$ cat config.mk
export PLATFORM = sky130hd
export DESIGN_NAME = pwm_core
export DESIGN_NICKNAME = d
export VERILOG_FILES = /design/src/pwm_core.v /design/src/pwm_scaler.v /design/src/pwm_channel.v
export VERILOG_INCLUDE_DIRS = /design/src
export SDC_FILE = /design/constraint.sdc
export NUM_CORES = 1
export LEC_CHECK = 0
export ABC_AREA = 1
export BUFFER_PORTS_ARGS = -buffer_cell sky130_fd_sc_hd__buf_4
export CAP_MARGIN = 20
export CORE_ASPECT_RATIO = 0.75
export CORE_UTILIZATION = 30
export CTS_CLUSTER_DIAMETER = 40
export DETAILED_ROUTE_END_ITERATION = 8
export PLACE_DENSITY = 0.46
export SLEW_MARGIN = 20
export SYNTH_ARGS = -nofsm -noshare
export SYNTH_HDL_FRONTEND = slang
export SYNTH_SLANG_ARGS = --single-unit
$ cat constraint.sdc
create_clock -name pclk -period 1.8 [get_ports pclk]
set_input_delay 0.09 -clock pclk [delete_from_list [all_inputs] [get_ports pclk]]
set_output_delay 0.09 -clock pclk [all_outputs]
set_load 0.03 [all_outputs]
$ cat src/pwm_regs.vh
// register offsets, field positions, reset values and encodings for the pwm core
// assumes the apb byte address is four times the printed register index
`ifndef PWM_REGS_VH
`define PWM_REGS_VH
// register indices as printed; apb byte address = index * 4
`define IDX_CLOCKS 8'h40
`define IDX_POLARITY 8'h41
`define IDX_ENABLE 8'h42
`define IDX_PRESCALE 8'h43
`define IDX_SCALE0 8'h44
`define IDX_SCNT0 8'h45
`define IDX_SCALE1 8'h46
`define IDX_SCNT1 8'h47
`define IDX_CCNT0 8'h48
`define IDX_CCNT1 8'h49
`define IDX_CCNT2 8'h4a
`define IDX_CCNT3 8'h4b
`define IDX_PER0 8'h4c
`define IDX_PER1 8'h4d
`define IDX_PER2 8'h4e
`define IDX_PER3 8'h4f
`define IDX_DTY0 8'h50
`define IDX_DTY1 8'h51
`define IDX_DTY2 8'h52
`define IDX_DTY3 8'h53
`define IDX_CONTROL 8'h54
`define IDX_TEST 8'h55
`define IDX_PORT_DATA 8'h56
`define IDX_PORT_DIR 8'h57
// field positions
`define CLK_A_MSB 5
`define CLK_A_LSB 3
`define CLK_B_MSB 2
`define CLK_B_LSB 0
`define CTL_CENTER 3
`define TST_NO_CLEAR 7
`define TST_NO_PERIOD 6
`define TST_NO_SCALE 5
// reset values and write masks
`define RST_ZERO 8'h00
`define RST_ONES 8'hff
`define PRESCALE_MASK 8'h7f
`define TEST_MASK 8'he0
`define CTL_MASK 8'h08
`endif

$ cat src/pwm_core.v
// four-channel pwm core with enables, prescaler, scalers and apb registers
// assumes an apb master on pclk; port pins resolved outside from oe/out
// Summary of operation
// - enabled channel forces its port line output
// - disabled channel returns direction to port register
// - channel clock gated by its enable
// - prescaler stops when all channels disabled
// - clock gating changes only at clock edges
// - waveform appears at next source clock cycle
// - enable bits 3:0, upper read zero
// - 7-bit free prescaler, writable in special mode
// - scale write loads scale counter unless special no-scale-load bit set
// - scaled clock zero = A/(scale0+1)/2
// - scaled clock one = B/(scale1+1)/2
// - scale counter reloads at zero, readable
// - counter write clears and loads period, duty
// - special no-clear bit keeps counter on write
// - disabling keeps counter; software resets it
// - left-aligned period match restarts the period
// - centre-aligned counter reverses at period
// - duty match toggles the channel output
// - enabled counter resumes from held value
// - special no-period-compare bit blocks period reset
// - clock a/b divide prescaler by 1..128
// - clock select picks group or scaled clock
// - global bit selects left or centre alignment
//
// The APB register port is this design's own decision.
`timescale 1ns/1ps
`include "pwm_regs.vh"
module pwm_core (
  // apb
  input wire pclk,
  input wire presetn,
  input wire psel,
  input wire penable,
  input wire pwrite,
  input wire [9:0] paddr,
  input wire [31:0] pwdata,
  output reg [31:0] prdata,
  output reg pready,
  output reg pslverr,
  // mode
  input wire special_mode_flag,
  // port lines
  input wire [3:0] port_pin_in,
  output reg [3:0] port_out,
  output reg [3:0] port_oe
);
  reg [7:0] clocks_r;
  reg [7:0] polarity_r;
  reg [3:0] channel_enable;
  reg [6:0] prescale_count;
  reg [7:0] scale_reload_0;
  reg [7:0] scale_reload_1;
  reg [7:0] per_buf_r [0:3];
  reg [7:0] dty_buf_r [0:3];
  reg [7:0] control_r;
  reg [7:0] special_test_reg;
  reg [7:0] port_data_r;
  reg [7:0] port_direction_reg;
  reg [7:0] rd_nxt;
  integer i;

  wire [7:0] idx = paddr[9:2];
  wire wr = psel && penable && pwrite && pready;
  wire [7:0] wd = pwdata[7:0];
  wire center_align_select = control_r[`CTL_CENTER];
  wire no_count_clear_on_write = special_mode_flag &&
    special_test_reg[`TST_NO_CLEAR];
  wire no_period_compare = special_mode_flag &&
    special_test_reg[`TST_NO_PERIOD];
  wire no_scale_load_on_write = special_mode_flag &&
    special_test_reg[`TST_NO_SCALE];
  wire [2:0] clock_a_divider = clocks_r[`CLK_A_MSB:`CLK_A_LSB];
  wire [2:0] clock_b_divider = clocks_r[`CLK_B_MSB:`CLK_B_LSB];
  wire [3:0] chan_clock_select = polarity_r[7:4];
  wire [3:0] chan_polarity = polarity_r[3:0];
  wire any_enabled = |channel_enable;

  // prescaler: free running, held when no channel is enabled
  always @(posedge pclk or negedge presetn) begin
    if (!presetn) begin
      prescale_count <= 7'h00;
    end else begin
      if (wr && idx == `IDX_PRESCALE && special_mode_flag)
        prescale_count <= wd[6:0];
      else if (any_enabled)
        prescale_count <= prescale_count + 7'h01;
    end
  end

  // low prescale bits that must all be zero for a divide-by-2^sel tick
  function [6:0] div_mask;
    input [2:0] sel;
    begin
      case (sel)
        3'h0: div_mask = 7'h00;
        3'h1: div_mask = 7'h01;
        3'h2: div_mask = 7'h03;
        3'h3: div_mask = 7'h07;
        3'h4: div_mask = 7'h0f;
        3'h5: div_mask = 7'h1f;
        3'h6: div_mask = 7'h3f;
        3'h7: div_mask = 7'h7f;
        default: div_mask = 7'h00;
      endcase
    end
  endfunction

  // one tick per 2^n prescaler steps; no ticks while the prescaler rests
  wire p_tick = any_enabled;
  wire clock_a_tick = p_tick &&
    ~|(prescale_count & div_mask(clock_a_divider));
  wire clock_b_tick = p_tick &&
    ~|(prescale_count & div_mask(clock_b_divider));

  wire [7:0] scale_count_0;
  wire [7:0] scale_count_1;
  wire scaled_clock_zero;
  wire scaled_clock_one;
  pwm_scaler scaler0 (
    .pclk(pclk),
    .presetn(presetn),
    .src_tick(clock_a_tick),
    .load(wr && idx == `IDX_SCALE0 && !no_scale_load_on_write),
    .reload(idx == `IDX_SCALE0 && wr ? wd : scale_reload_0),
    .count_r(scale_count_0),
    .scaled_tick_r(scaled_clock_zero)
  );
  pwm_scaler scaler1 (
    .pclk(pclk),
    .presetn(presetn),
    .src_tick(clock_b_tick),
    .load(wr && idx == `IDX_SCALE1 && !no_scale_load_on_write),
    .reload(idx == `IDX_SCALE1 && wr ? wd : scale_reload_1),
    .count_r(scale_count_1),
    .scaled_tick_r(scaled_clock_one)
  );

  // per-channel clock choice; gating is on the single clock, so it
  // can only switch between edges and never slices a tick
  wire [3:0] group_tick = {clock_b_tick, clock_b_tick,
    clock_a_tick, clock_a_tick};
  wire [3:0] scaled_tick = {scaled_clock_one, scaled_clock_one,
    scaled_clock_zero, scaled_clock_zero};
  wire [3:0] ch_tick = (chan_clock_select & scaled_tick |
    ~chan_clock_select & group_tick) & channel_enable;

  wire [3:0] cnt_wr = {wr && idx == `IDX_CCNT3, wr && idx == `IDX_CCNT2,
    wr && idx == `IDX_CCNT1, wr && idx == `IDX_CCNT0};
  wire [7:0] ch_count [0:3];
  wire [3:0] ch_wave;
  genvar g;
  generate
    for (g = 0; g < 4; g = g + 1) begin : chan
      pwm_channel u_ch (
        .pclk(pclk),
        .presetn(presetn),
        .ch_tick(ch_tick[g]),
        .enabled(channel_enable[g]),
        .center(center_align_select),
        .polarity(chan_polarity[g]),
        .no_period(no_period_compare && !center_align_select),
        .cnt_write(cnt_wr[g]),
        .cnt_keep(no_count_clear_on_write),
        .per_buf(per_buf_r[g]),
        .dty_buf(dty_buf_r[g]),
        .count_r(ch_count[g]),
        .wave_r(ch_wave[g])
      );
    end
  endgenerate

  // register writes
  always @(posedge pclk or negedge presetn) begin
    if (!presetn) begin
      clocks_r <= `RST_ZERO;
      polarity_r <= `RST_ZERO;
      channel_enable <= 4'h0;
      scale_reload_0 <= `RST_ZERO;
      scale_reload_1 <= `RST_ZERO;
      control_r <= `RST_ZERO;
      special_test_reg <= `RST_ZERO;
      port_data_r <= `RST_ZERO;
      port_direction_reg <= `RST_ZERO;
      for (i = 0; i < 4; i = i + 1) begin
        per_buf_r[i] <= `RST_ONES;
        dty_buf_r[i] <= `RST_ONES;
      end
    end else begin
      if (!special_mode_flag)
        special_test_reg <= `RST_ZERO;
      if (wr) begin
        case (idx)
          `IDX_CLOCKS: clocks_r <= wd;
          `IDX_POLARITY: polarity_r <= wd;
          `IDX_ENABLE: channel_enable <= wd[3:0];
          `IDX_SCALE0: scale_reload_0 <= wd;
          `IDX_SCALE1: scale_reload_1 <= wd;
          `IDX_CONTROL: control_r <= wd & `CTL_MASK;
          `IDX_TEST: begin
            if (special_mode_flag)
              special_test_reg <= wd & `TEST_MASK;
          end
          `IDX_PORT_DATA: port_data_r <= wd;
          `IDX_PORT_DIR: port_direction_reg <= wd;
          `IDX_PER0: per_buf_r[0] <= wd;
          `IDX_PER1: per_buf_r[1] <= wd;
          `IDX_PER2: per_buf_r[2] <= wd;
          `IDX_PER3: per_buf_r[3] <= wd;
          `IDX_DTY0: dty_buf_r[0] <= wd;
          `IDX_DTY1: dty_buf_r[1] <= wd;
          `IDX_DTY2: dty_buf_r[2] <= wd;
          `IDX_DTY3: dty_buf_r[3] <= wd;
          default: ;
        endcase
      end
    end
  end

  // read mux
  always @* begin
    rd_nxt = `RST_ZERO;
    case (idx)
      `IDX_CLOCKS: rd_nxt = clocks_r;
      `IDX_POLARITY: rd_nxt = polarity_r;
      `IDX_ENABLE: rd_nxt = {4'h0, channel_enable};
      `IDX_PRESCALE: rd_nxt = {1'b0, prescale_count};
      `IDX_SCALE0: rd_nxt = scale_reload_0;
      `IDX_SCNT0: rd_nxt = scale_count_0;
      `IDX_SCALE1: rd_nxt = scale_reload_1;
      `IDX_SCNT1: rd_nxt = scale_count_1;
      `IDX_CONTROL: rd_nxt = control_r;
      `IDX_TEST: rd_nxt = special_test_reg;
      `IDX_PORT_DATA: rd_nxt = {port_data_r[7:4], port_pin_in &
        ~port_oe | port_data_r[3:0] & port_oe};
      `IDX_PORT_DIR: rd_nxt = port_direction_reg;
      `IDX_CCNT0: rd_nxt = ch_count[0];
      `IDX_CCNT1: rd_nxt = ch_count[1];
      `IDX_CCNT2: rd_nxt = ch_count[2];
      `IDX_CCNT3: rd_nxt = ch_count[3];
      `IDX_PER0: rd_nxt = per_buf_r[0];
      `IDX_PER1: rd_nxt = per_buf_r[1];
      `IDX_PER2: rd_nxt = per_buf_r[2];
      `IDX_PER3: rd_nxt = per_buf_r[3];
      `IDX_DTY0: rd_nxt = dty_buf_r[0];
      `IDX_DTY1: rd_nxt = dty_buf_r[1];
      `IDX_DTY2: rd_nxt = dty_buf_r[2];
      `IDX_DTY3: rd_nxt = dty_buf_r[3];
      default: rd_nxt = `RST_ZERO;
    endcase
  end

  wire mapped = idx >= `IDX_CLOCKS && idx <= `IDX_PORT_DIR;

  // apb answer: no wait state, registered ready and data
  always @(posedge pclk or negedge presetn) begin
    if (!presetn) begin
      pready <= 1'b0;
      prdata <= 32'h0000_0000;
      pslverr <= 1'b0;
    end else begin
      pready <= psel && !penable;
      pslverr <= psel && !penable && !mapped;
      if (psel && !penable && !pwrite)
        prdata <= {24'h000000, rd_nxt};
    end
  end

  // port pins: pwm takes precedence while enabled
  always @(posedge pclk or negedge presetn) begin
    if (!presetn) begin
      port_out <= 4'h0;
      port_oe <= 4'h0;
    end else begin
      port_oe <= channel_enable | port_direction_reg[3:0];
      port_out <= (channel_enable & ch_wave) |
        (~channel_enable & port_data_r[3:0]);
    end
  end
endmodule // pwm_core

$ cat src/pwm_scaler.v
// one reloadable scale down-counter producing a scaled clock enable
// assumes a one-cycle source enable from the prescaler in the same clock
`timescale 1ns/1ps
`include "pwm_regs.vh"
module pwm_scaler (
  // clock and reset
  input wire pclk,
  input wire presetn,
  // control
  input wire src_tick,
  input wire load,
  input wire [7:0] reload,
  // results
  output reg [7:0] count_r,
  output reg scaled_tick_r
);
  reg half_r;
  always @(posedge pclk or negedge presetn) begin
    if (!presetn) begin
      count_r <= `RST_ZERO;
      half_r <= 1'b0;
      scaled_tick_r <= 1'b0;
    end else begin
      scaled_tick_r <= 1'b0;
      if (load) begin
        count_r <= reload;
      end else if (src_tick) begin
        if (count_r == `RST_ZERO) begin
          count_r <= reload;
          half_r <= ~half_r;
          scaled_tick_r <= half_r;
        end else begin
          count_r <= count_r - 8'h01;
        end
      end
    end
  end
endmodule // pwm_scaler

$ cat src/pwm_channel.v
// one 8-bit pwm channel counter with double-buffered period and duty
// assumes ch_tick is already gated by the channel enable
`timescale 1ns/1ps
`include "pwm_regs.vh"
module pwm_channel (
  // clock and reset
  input wire pclk,
  input wire presetn,
  // control
  input wire ch_tick,
  input wire enabled,
  input wire center,
  input wire polarity,
  input wire no_period,
  input wire cnt_write,
  input wire cnt_keep,
  input wire [7:0] per_buf,
  input wire [7:0] dty_buf,
  // results
  output reg [7:0] count_r,
  output reg wave_r
);
  reg [7:0] per_r;
  reg [7:0] dty_r;
  reg down_r;
  wire per_hit = (count_r == per_r);
  wire dty_hit = (count_r == dty_r);
  always @(posedge pclk or negedge presetn) begin
    if (!presetn) begin
      count_r <= `RST_ZERO;
      per_r <= `RST_ONES;
      dty_r <= `RST_ONES;
      down_r <= 1'b0;
      wave_r <= 1'b0;
    end else if (cnt_write) begin
      if (!cnt_keep)
        count_r <= `RST_ZERO;
      per_r <= per_buf;
      dty_r <= dty_buf;
      down_r <= 1'b0;
      wave_r <= polarity;
    end else if (!enabled) begin
      per_r <= per_buf; // counter held, not cleared
      dty_r <= dty_buf;
    end else if (ch_tick) begin
      if (!center) begin
        if (per_hit && !no_period) begin
          count_r <= `RST_ZERO;
          per_r <= per_buf;
          dty_r <= dty_buf;
          wave_r <= polarity;
        end else begin
          count_r <= count_r + 8'h01;
          if (dty_hit)
            wave_r <= ~polarity;
        end
      end else begin
        if (per_hit && !down_r) begin
          down_r <= 1'b1;
          count_r <= count_r - 8'h01;
        end else if (down_r && count_r == `RST_ZERO) begin
          down_r <= 1'b0;
          count_r <= count_r + 8'h01;
          per_r <= per_buf;
          dty_r <= dty_buf;
        end else if (down_r) begin
          count_r <= count_r - 8'h01;
        end else begin
          count_r <= count_r + 8'h01;
        end
        if (dty_hit)
          wave_r <= ~wave_r;
      end
    end
  end
endmodule // pwm_channel

=== Word-level counts from Yosys, hierarchy flattened ===
Memory sizes are Yosys's and may differ from the RTL's.
Index checks and enable logic that the tools add are counted.

* Register bits after elaboration: 274
* Bits in read-only memories: 112
* Input bits: 52
* Output and inout bits: 42
* Logic and storage cells: 423
* Memories: 2

{| class="wikitable"
|+ Memories
! memory !! depth !! width !! read ports !! clocked after memory_dff !! wr ports !! line !! source
|-
| (name not given) || 8 || 7 || 1 || 0 || 0 || pwm_core.v:97 || <nowiki>case (sel)</nowiki>
|-
| (name not given) || 8 || 7 || 1 || 0 || 0 || pwm_core.v:97 ||
|}

* $add $sub $neg: 11
* $lt $le $gt $ge: 2
* Equal/unequal tests: 56
* Multiplexer cells: 162
* Bitwise operators: 28
* Reductions and logical operators: 113

{| class="wikitable"
|+ Operators by type and width
! operator !! count
|-
| 8-bit two-way mux || 101
|-
| 8-bit by 7-bit equality test with 1-bit output (second input constant) || 24
|-
| 8-bit one-hot mux with 24 select lines || 1
|-
| 8-bit equality test || 8
|-
| 1-bit two-way mux || 58
|-
| 8-bit zero test || 6
|-
| 4-bit AND reduction || 12
|-
| 8-bit by 1-bit subtractor with 8-bit output (second input constant) || 6
|-
| 1-bit logical AND || 35
|-
| 8-bit by 1-bit adder with 8-bit output (second input constant) || 4
|-
| 2-bit AND reduction || 16
|-
| 2-bit nonzero test || 15
|-
| 4-bit bitwise AND || 7
|-
| 3-bit by 1-bit != test with 1-bit output (second input constant) || 8
|-
| 3-bit nonzero test || 8
|-
| 3-bit AND reduction || 6
|-
| 4-bit by 1-bit != test with 1-bit output (second input constant) || 4
|-
| 4-bit by 2-bit != test with 1-bit output (second input constant) || 4
|-
| 4-bit by 3-bit != test with 1-bit output (second input constant) || 4
|-
| 4-bit bitwise OR || 4
|-
| 7-bit bitwise AND || 2
|-
| 7-bit two-way mux || 2
|-
| 7-bit OR reduction || 2
|-
| 1-bit zero test || 12
|-
| 7 further kinds || 23
|}

=== Logic depth before layout (Yosys ltp) ===
An unclocked memory read counts as a cell.

* Word-level depth: 11
* Mapped depth: 15
* Depth with buffers taken out: 14

=== Cells and area by module ===
A second synthesis with hierarchy kept.

* Cell total of the unflattened synthesis: 2,532
* Area total of the unflattened synthesis: 17,953.5 um^2

{| class="wikitable"
|+ Modules (own cells, without submodules)
! module !! times used !! cells each !! area each (um^2) !! seq. area each (um^2)
|-
| pwm_channel || 4 || 320 || 2,120.8 || 670.6
|-
| pwm_core || 1 || 1,052 || 8,089.0 || 3,833.7
|-
| pwm_scaler || 2 || 100 || 690.7 || 250.2
|}

=== Worst setup path before layout ===
No wires, ideal clock.

* Path kind: flip-flop to flip-flop
* Start point: register chan[2].u_ch.count_r[0]
* End point: register chan[2].u_ch.dty_r[0]
* Setup time: 0.076 ns
* Data arrival time: 1.745 ns
* Data required time: 1.724 ns
* Setup slack: -0.021 ns
* Stages on the path, launching flop included: 11
* Buffers on the path: 1
* Clock period less this slack: 1.821 ns
* Path through: dfrtp_1 -> inv_1 -> ha_1 -> inv_1 -> nor4_2 -> nor2_1 -> a21oi_1 -> nand2_2 -> buf_2 -> nand3_1 -> nand2_1

* Cells in the longest elaborated chain, start to end: 4
* Elaborated cells on any way between the ends: 9
* Classes of those cells: 4 x eq/ne; 5 x reduce/logical

{| class="wikitable"
|+ RTL lines
! what !! line !! source
|-
| start, declared || pwm_channel.v:20 || <nowiki>output reg [7:0] count_r,</nowiki>
|-
| start signal, assigned || pwm_channel.v:30 || <nowiki>count_r <= `RST_ZERO;</nowiki>
|-
| start signal, assigned || pwm_channel.v:37 || <nowiki>count_r <= `RST_ZERO;</nowiki>
|-
| start signal, assigned || pwm_channel.v:48 || <nowiki>count_r <= `RST_ZERO;</nowiki>
|-
| 8-bit equality test / 8-bit zero test (equally long branches) || -- ||
|-
| 1-bit logical AND (on tied branches) || -- ||
|-
| 4-bit by 3-bit != test with 1-bit output (no source line) (tied with other cells) || -- ||
|-
| 4-bit AND reduction (no source line) (*) || -- ||
|-
| end signal, assigned || pwm_channel.v:32 || <nowiki>dty_r <= `RST_ONES;</nowiki>
|-
| end signal, assigned || pwm_channel.v:39 || <nowiki>dty_r <= dty_buf;</nowiki>
|-
| end signal, assigned || pwm_channel.v:65 || <nowiki>dty_r <= dty_buf;</nowiki>
|-
| end, declared || pwm_channel.v:24 || <nowiki>reg [7:0] dty_r;</nowiki>
|}

Mark *: on every way between the ends. The rest lies on a longest branch, timed or not.
A chain may end at the register's enable or synchronous reset.

=== Worst setup path in the final report ===
* Start point: register pready
* End point: register chan[2].u_ch.per_r[3]

* Cells in the longest elaborated chain, start to end: 4
* Elaborated cells on any way between the ends: 8
* Classes of those cells: 4 x eq/ne; 1 x mux; 3 x reduce/logical

{| class="wikitable"
|+ RTL lines
! what !! line !! source
|-
| start, declared || pwm_core.v:41 || <nowiki>output reg pready,</nowiki>
|-
| start signal, assigned || pwm_core.v:264 || <nowiki>pready <= psel && !penable;</nowiki>
|-
| 1-bit logical AND (*) || pwm_core.v:66 || <nowiki>wire wr = psel && penable && pwrite && pready;</nowiki>
|-
| 1-bit logical AND (no source line) (*) || -- ||
|-
| 4-bit by 3-bit != test with 1-bit output (no source line) (tied with other cells) || -- ||
|-
| 4-bit AND reduction (no source line) || -- ||
|-
| end signal, assigned || pwm_channel.v:31 || <nowiki>per_r <= `RST_ONES;</nowiki>
|-
| end signal, assigned || pwm_channel.v:38 || <nowiki>per_r <= per_buf;</nowiki>
|-
| end signal, assigned || pwm_channel.v:43 || <nowiki>per_r <= per_buf;</nowiki>
|-
| end, declared || pwm_channel.v:23 || <nowiki>reg [7:0] per_r;</nowiki>
|}

Marks and branches as above.

==> qor.csv <==
metric;value;unit
outcome;finished, violations left;
failing checks;setup timing;
FMAX;545;MHz
hpwl dp;46.5;mm
Top Usage Layer GRT;met1;
I/O Buffers;43;
Avg Vias per Cell;4.85;
register bit count reported by yosys;274;
Worst Path Arrival;2.39;ns
clk sinks;274;
CP cell instances;nand4_1, clkinv_2, buf_6, nand3_4, buf_4, nand2_1, inv_4, buf_4, nand3_1, nand2_1;
Tcrit/Tclk final;1.02;
crit end category;flip-flop;
Slew Limit Fails;0;
leading cell types in the layout, fill and taps excluded;757 x nand2_1, 287 x buf_4, 199 x nand3_1;
max incr delay on CP;0.39;ns
grt total ovfl;0;
average routed wire per standard cell;18.5;µm
Post-Synthesis Cells;2281;
layout cells sized above 1;0.316;
Residual DRC;0;
ys flop type;dfrtp_1;
Non-Filler Instances;3358;
leakage;10.7;nW
Final Hold Fails;0;
largest net degree at the start of global routing;80;
Mapped Area;16400;µm²
htree depth;2;
Max-cap violations;0;
total iterations of the first detailed-routing run;6;
CTS clk-pin slew, worst paths;0.06;ns
Die Span X;272;µm
core box area;53500;µm²
Worst Tran Pin Value;0.611;ns
pwr dens;795;nW/µm²
asr flop ratio synth;1.00;
Root Buffer Master;clkbuf_16;
Pwr Total;0.0181;W
number of CTS-inserted buffers;50;
CP required;2.36;ns
Die Height;205;µm
clk_lat worst skew;0.62;ns
initial DRC count;1164;
CP bufs+invs;5;
number of distinct library cells after synthesis;49;
met1 GRT Util;0.347;
RSZ-0062 raised after global routing;true;
commonest non-fill, non-tap cell in the layout;nand2_1;
via count;16278;
number of diodes;0;
met2 GRT Util;0.304;
Final min period;1.83;ns
die area;55700;µm²
met3 Resource Use GR;0.0477;
endpoints failing setup;10;
dpl cells;3218;
Worst Hold Margin;0.0795;ns
CP top delay family;buffers and inverters;
critical path launch point type;flip-flop;
final net count;2673;
clk_skew;0.0436;ns
Total GRT Usage;0.222;
Placer Congestion;0.924;
CTS Buffer Depth;3;
setup ws final;-0.0346;ns
CTS tree;done;
Antenna Nets Post-Route;0;
Crit Path Class;reg2reg;
vias in the first global route;15298;
Synth Warn #;0;
Hold Crit Class;in2reg;
Crit-path slowest cell;dfrtp_1;
final WL;62.0;mm
maximum vdd drop;675;µV
Critical Path Fanout Max;7;
register area share after synthesis;0.427;
Syn Area/Cell;7.21;µm²
P&R area growth vs syn;38.6;%
Initial Util;0.307;
initial antenna violation count;0;
Top Ports;94;
Cell Rows;73;
first-pass GRT wire length;93.5;mm
Post-synth EDFFs;0;
Slew HR;0.591;
## cell families after synthesis
kind of cell               synth area share
and+or+nand+nor                       0.346
buffers and inverters                0.0855
DFF                                   0.427
AOI/OAI and AO/OA                    0.0791
xor gates and xnor gates             0.0474
adders and majority gates            0.0129
muxes                               0.00244
other                              0.000228
## cell type report
class	instances	area, µm²
fillers	5567	30700
well taps	712	891
repair buffers	351	3030
multi-input cells	1720	9200
flip-flops and latches	274	7030
clock inverters	37	512
clock buffers	57	1340
inverters	207	783
## cell usage after synthesis, types with 2 or more instances
cell type | instances | area (µm²)
nand3b_1 | 3 | 22.5
nor2_4 | 4 | 45.0
nand3_1 | 237 | 1190
nand2_2 | 9 | 56.3
and2_1 | 4 | 25.0
a22oi_1 | 2 | 15.0
xnor2_1 | 34 | 298
buf_2 | 36 | 180
nand3_2 | 4 | 40.0
buf_6 | 7 | 78.8
nand4_1 | 31 | 194
clkbuf_1 | 27 | 101
a211oi_1 | 2 | 15.0
or2_2 | 11 | 68.8
nand3_4 | 2 | 35.0
inv_2 | 15 | 56.3
a21oi_1 | 24 | 120
ha_1 | 17 | 213
nand2_1 | 832 | 3120
o211ai_1 | 13 | 97.6
buf_1 | 2 | 7.51
o21ai_1 | 22 | 110
xor2_1 | 55 | 482
nand2_4 | 3 | 33.8
clkinv_1 | 4 | 15.0
nor3_1 | 16 | 80.1
nor3_2 | 2 | 20.0
nor2_2 | 12 | 75.1
o22ai_1 | 5 | 31.3
mux2i_1 | 4 | 40.0
dfrtp_1 | 146 | 3650
dfstp_2 | 128 | 3360
buf_4 | 34 | 255
o21ai_0 | 172 | 861
nand4_2 | 3 | 37.5
nor2_1 | 159 | 597
inv_1 | 188 | 706
## through the flow
stage | setup TNS [ns] | cell area [µm²] | utilization | setup slack [ns]
floorplan | 0 | 16500 | - | 0.00884
global placement | -10.48 | 19300 | 0.360 | -0.245
detailed placement | -10.50 | 19300 | 0.360 | -0.272
CTS | -0.0114 | 21500 | 0.401 | -0.00681
global route | -5.38 | 22800 | 0.426 | -0.130
finish | -0.137 | 22800 | 0.426 | -0.0346
## what timing repair did
| item | in CTS | in global routing |
|---|---|---|
| resized for setup | 45 | 299 |
| endpoints found under the setup margin | 111 | 150 |
| cloned | 2 | 6 |
| hold endpoints to repair | 284 | 0 |
| hold buffers | 17 | 0 |
| setup buffers | 4 | 19 |
| pin swaps | 7 | 77 |
## layer usage
layer  up-vias  part of all wire
li1       7918                 -
met1      7834              0.52
met2       456              0.40
met3        70             0.071
met4         0             0.015
met5         -                 0
## worst paths after layout
check,cells past startpoint,start,slack (ns),end
worst max-delay path,10,pready,-0.03,chan[2].u_ch.per_r[3]
worst min-delay path,6,paddr[5],0.08,control_r[3]
worst max register to register,10,pready,-0.03,chan[2].u_ch.per_r[3]
worst min register to register,2,chan[3].u_ch.dty_r[1],0.47,chan[3].u_ch.dty_r[1]
max in group asynchronous,3,presetn,0.92,polarity_r[3]
min in group asynchronous,2,presetn,0.20,per_buf_r[18]
## report_power, final
part           internal, W  leakage, nW  switching [W]
sequential         0.00634         3.09       0.000183
clock              0.00662        0.883        0.00375
combinational     0.000443         6.72       0.000776
## worst reg2reg max path, cell delays in order (launching register included)
cell	delay, ns
dfrtp_1	0.39
nand4_1	0.22
clkinv_2	0.18
buf_6	0.18
nand3_4	0.11
buf_4	0.13
nand2_1	0.08
inv_4	0.17
buf_4	0.18
nand3_1	0.09
nand2_1	0.07
Power figures use the tool's default switching activity.
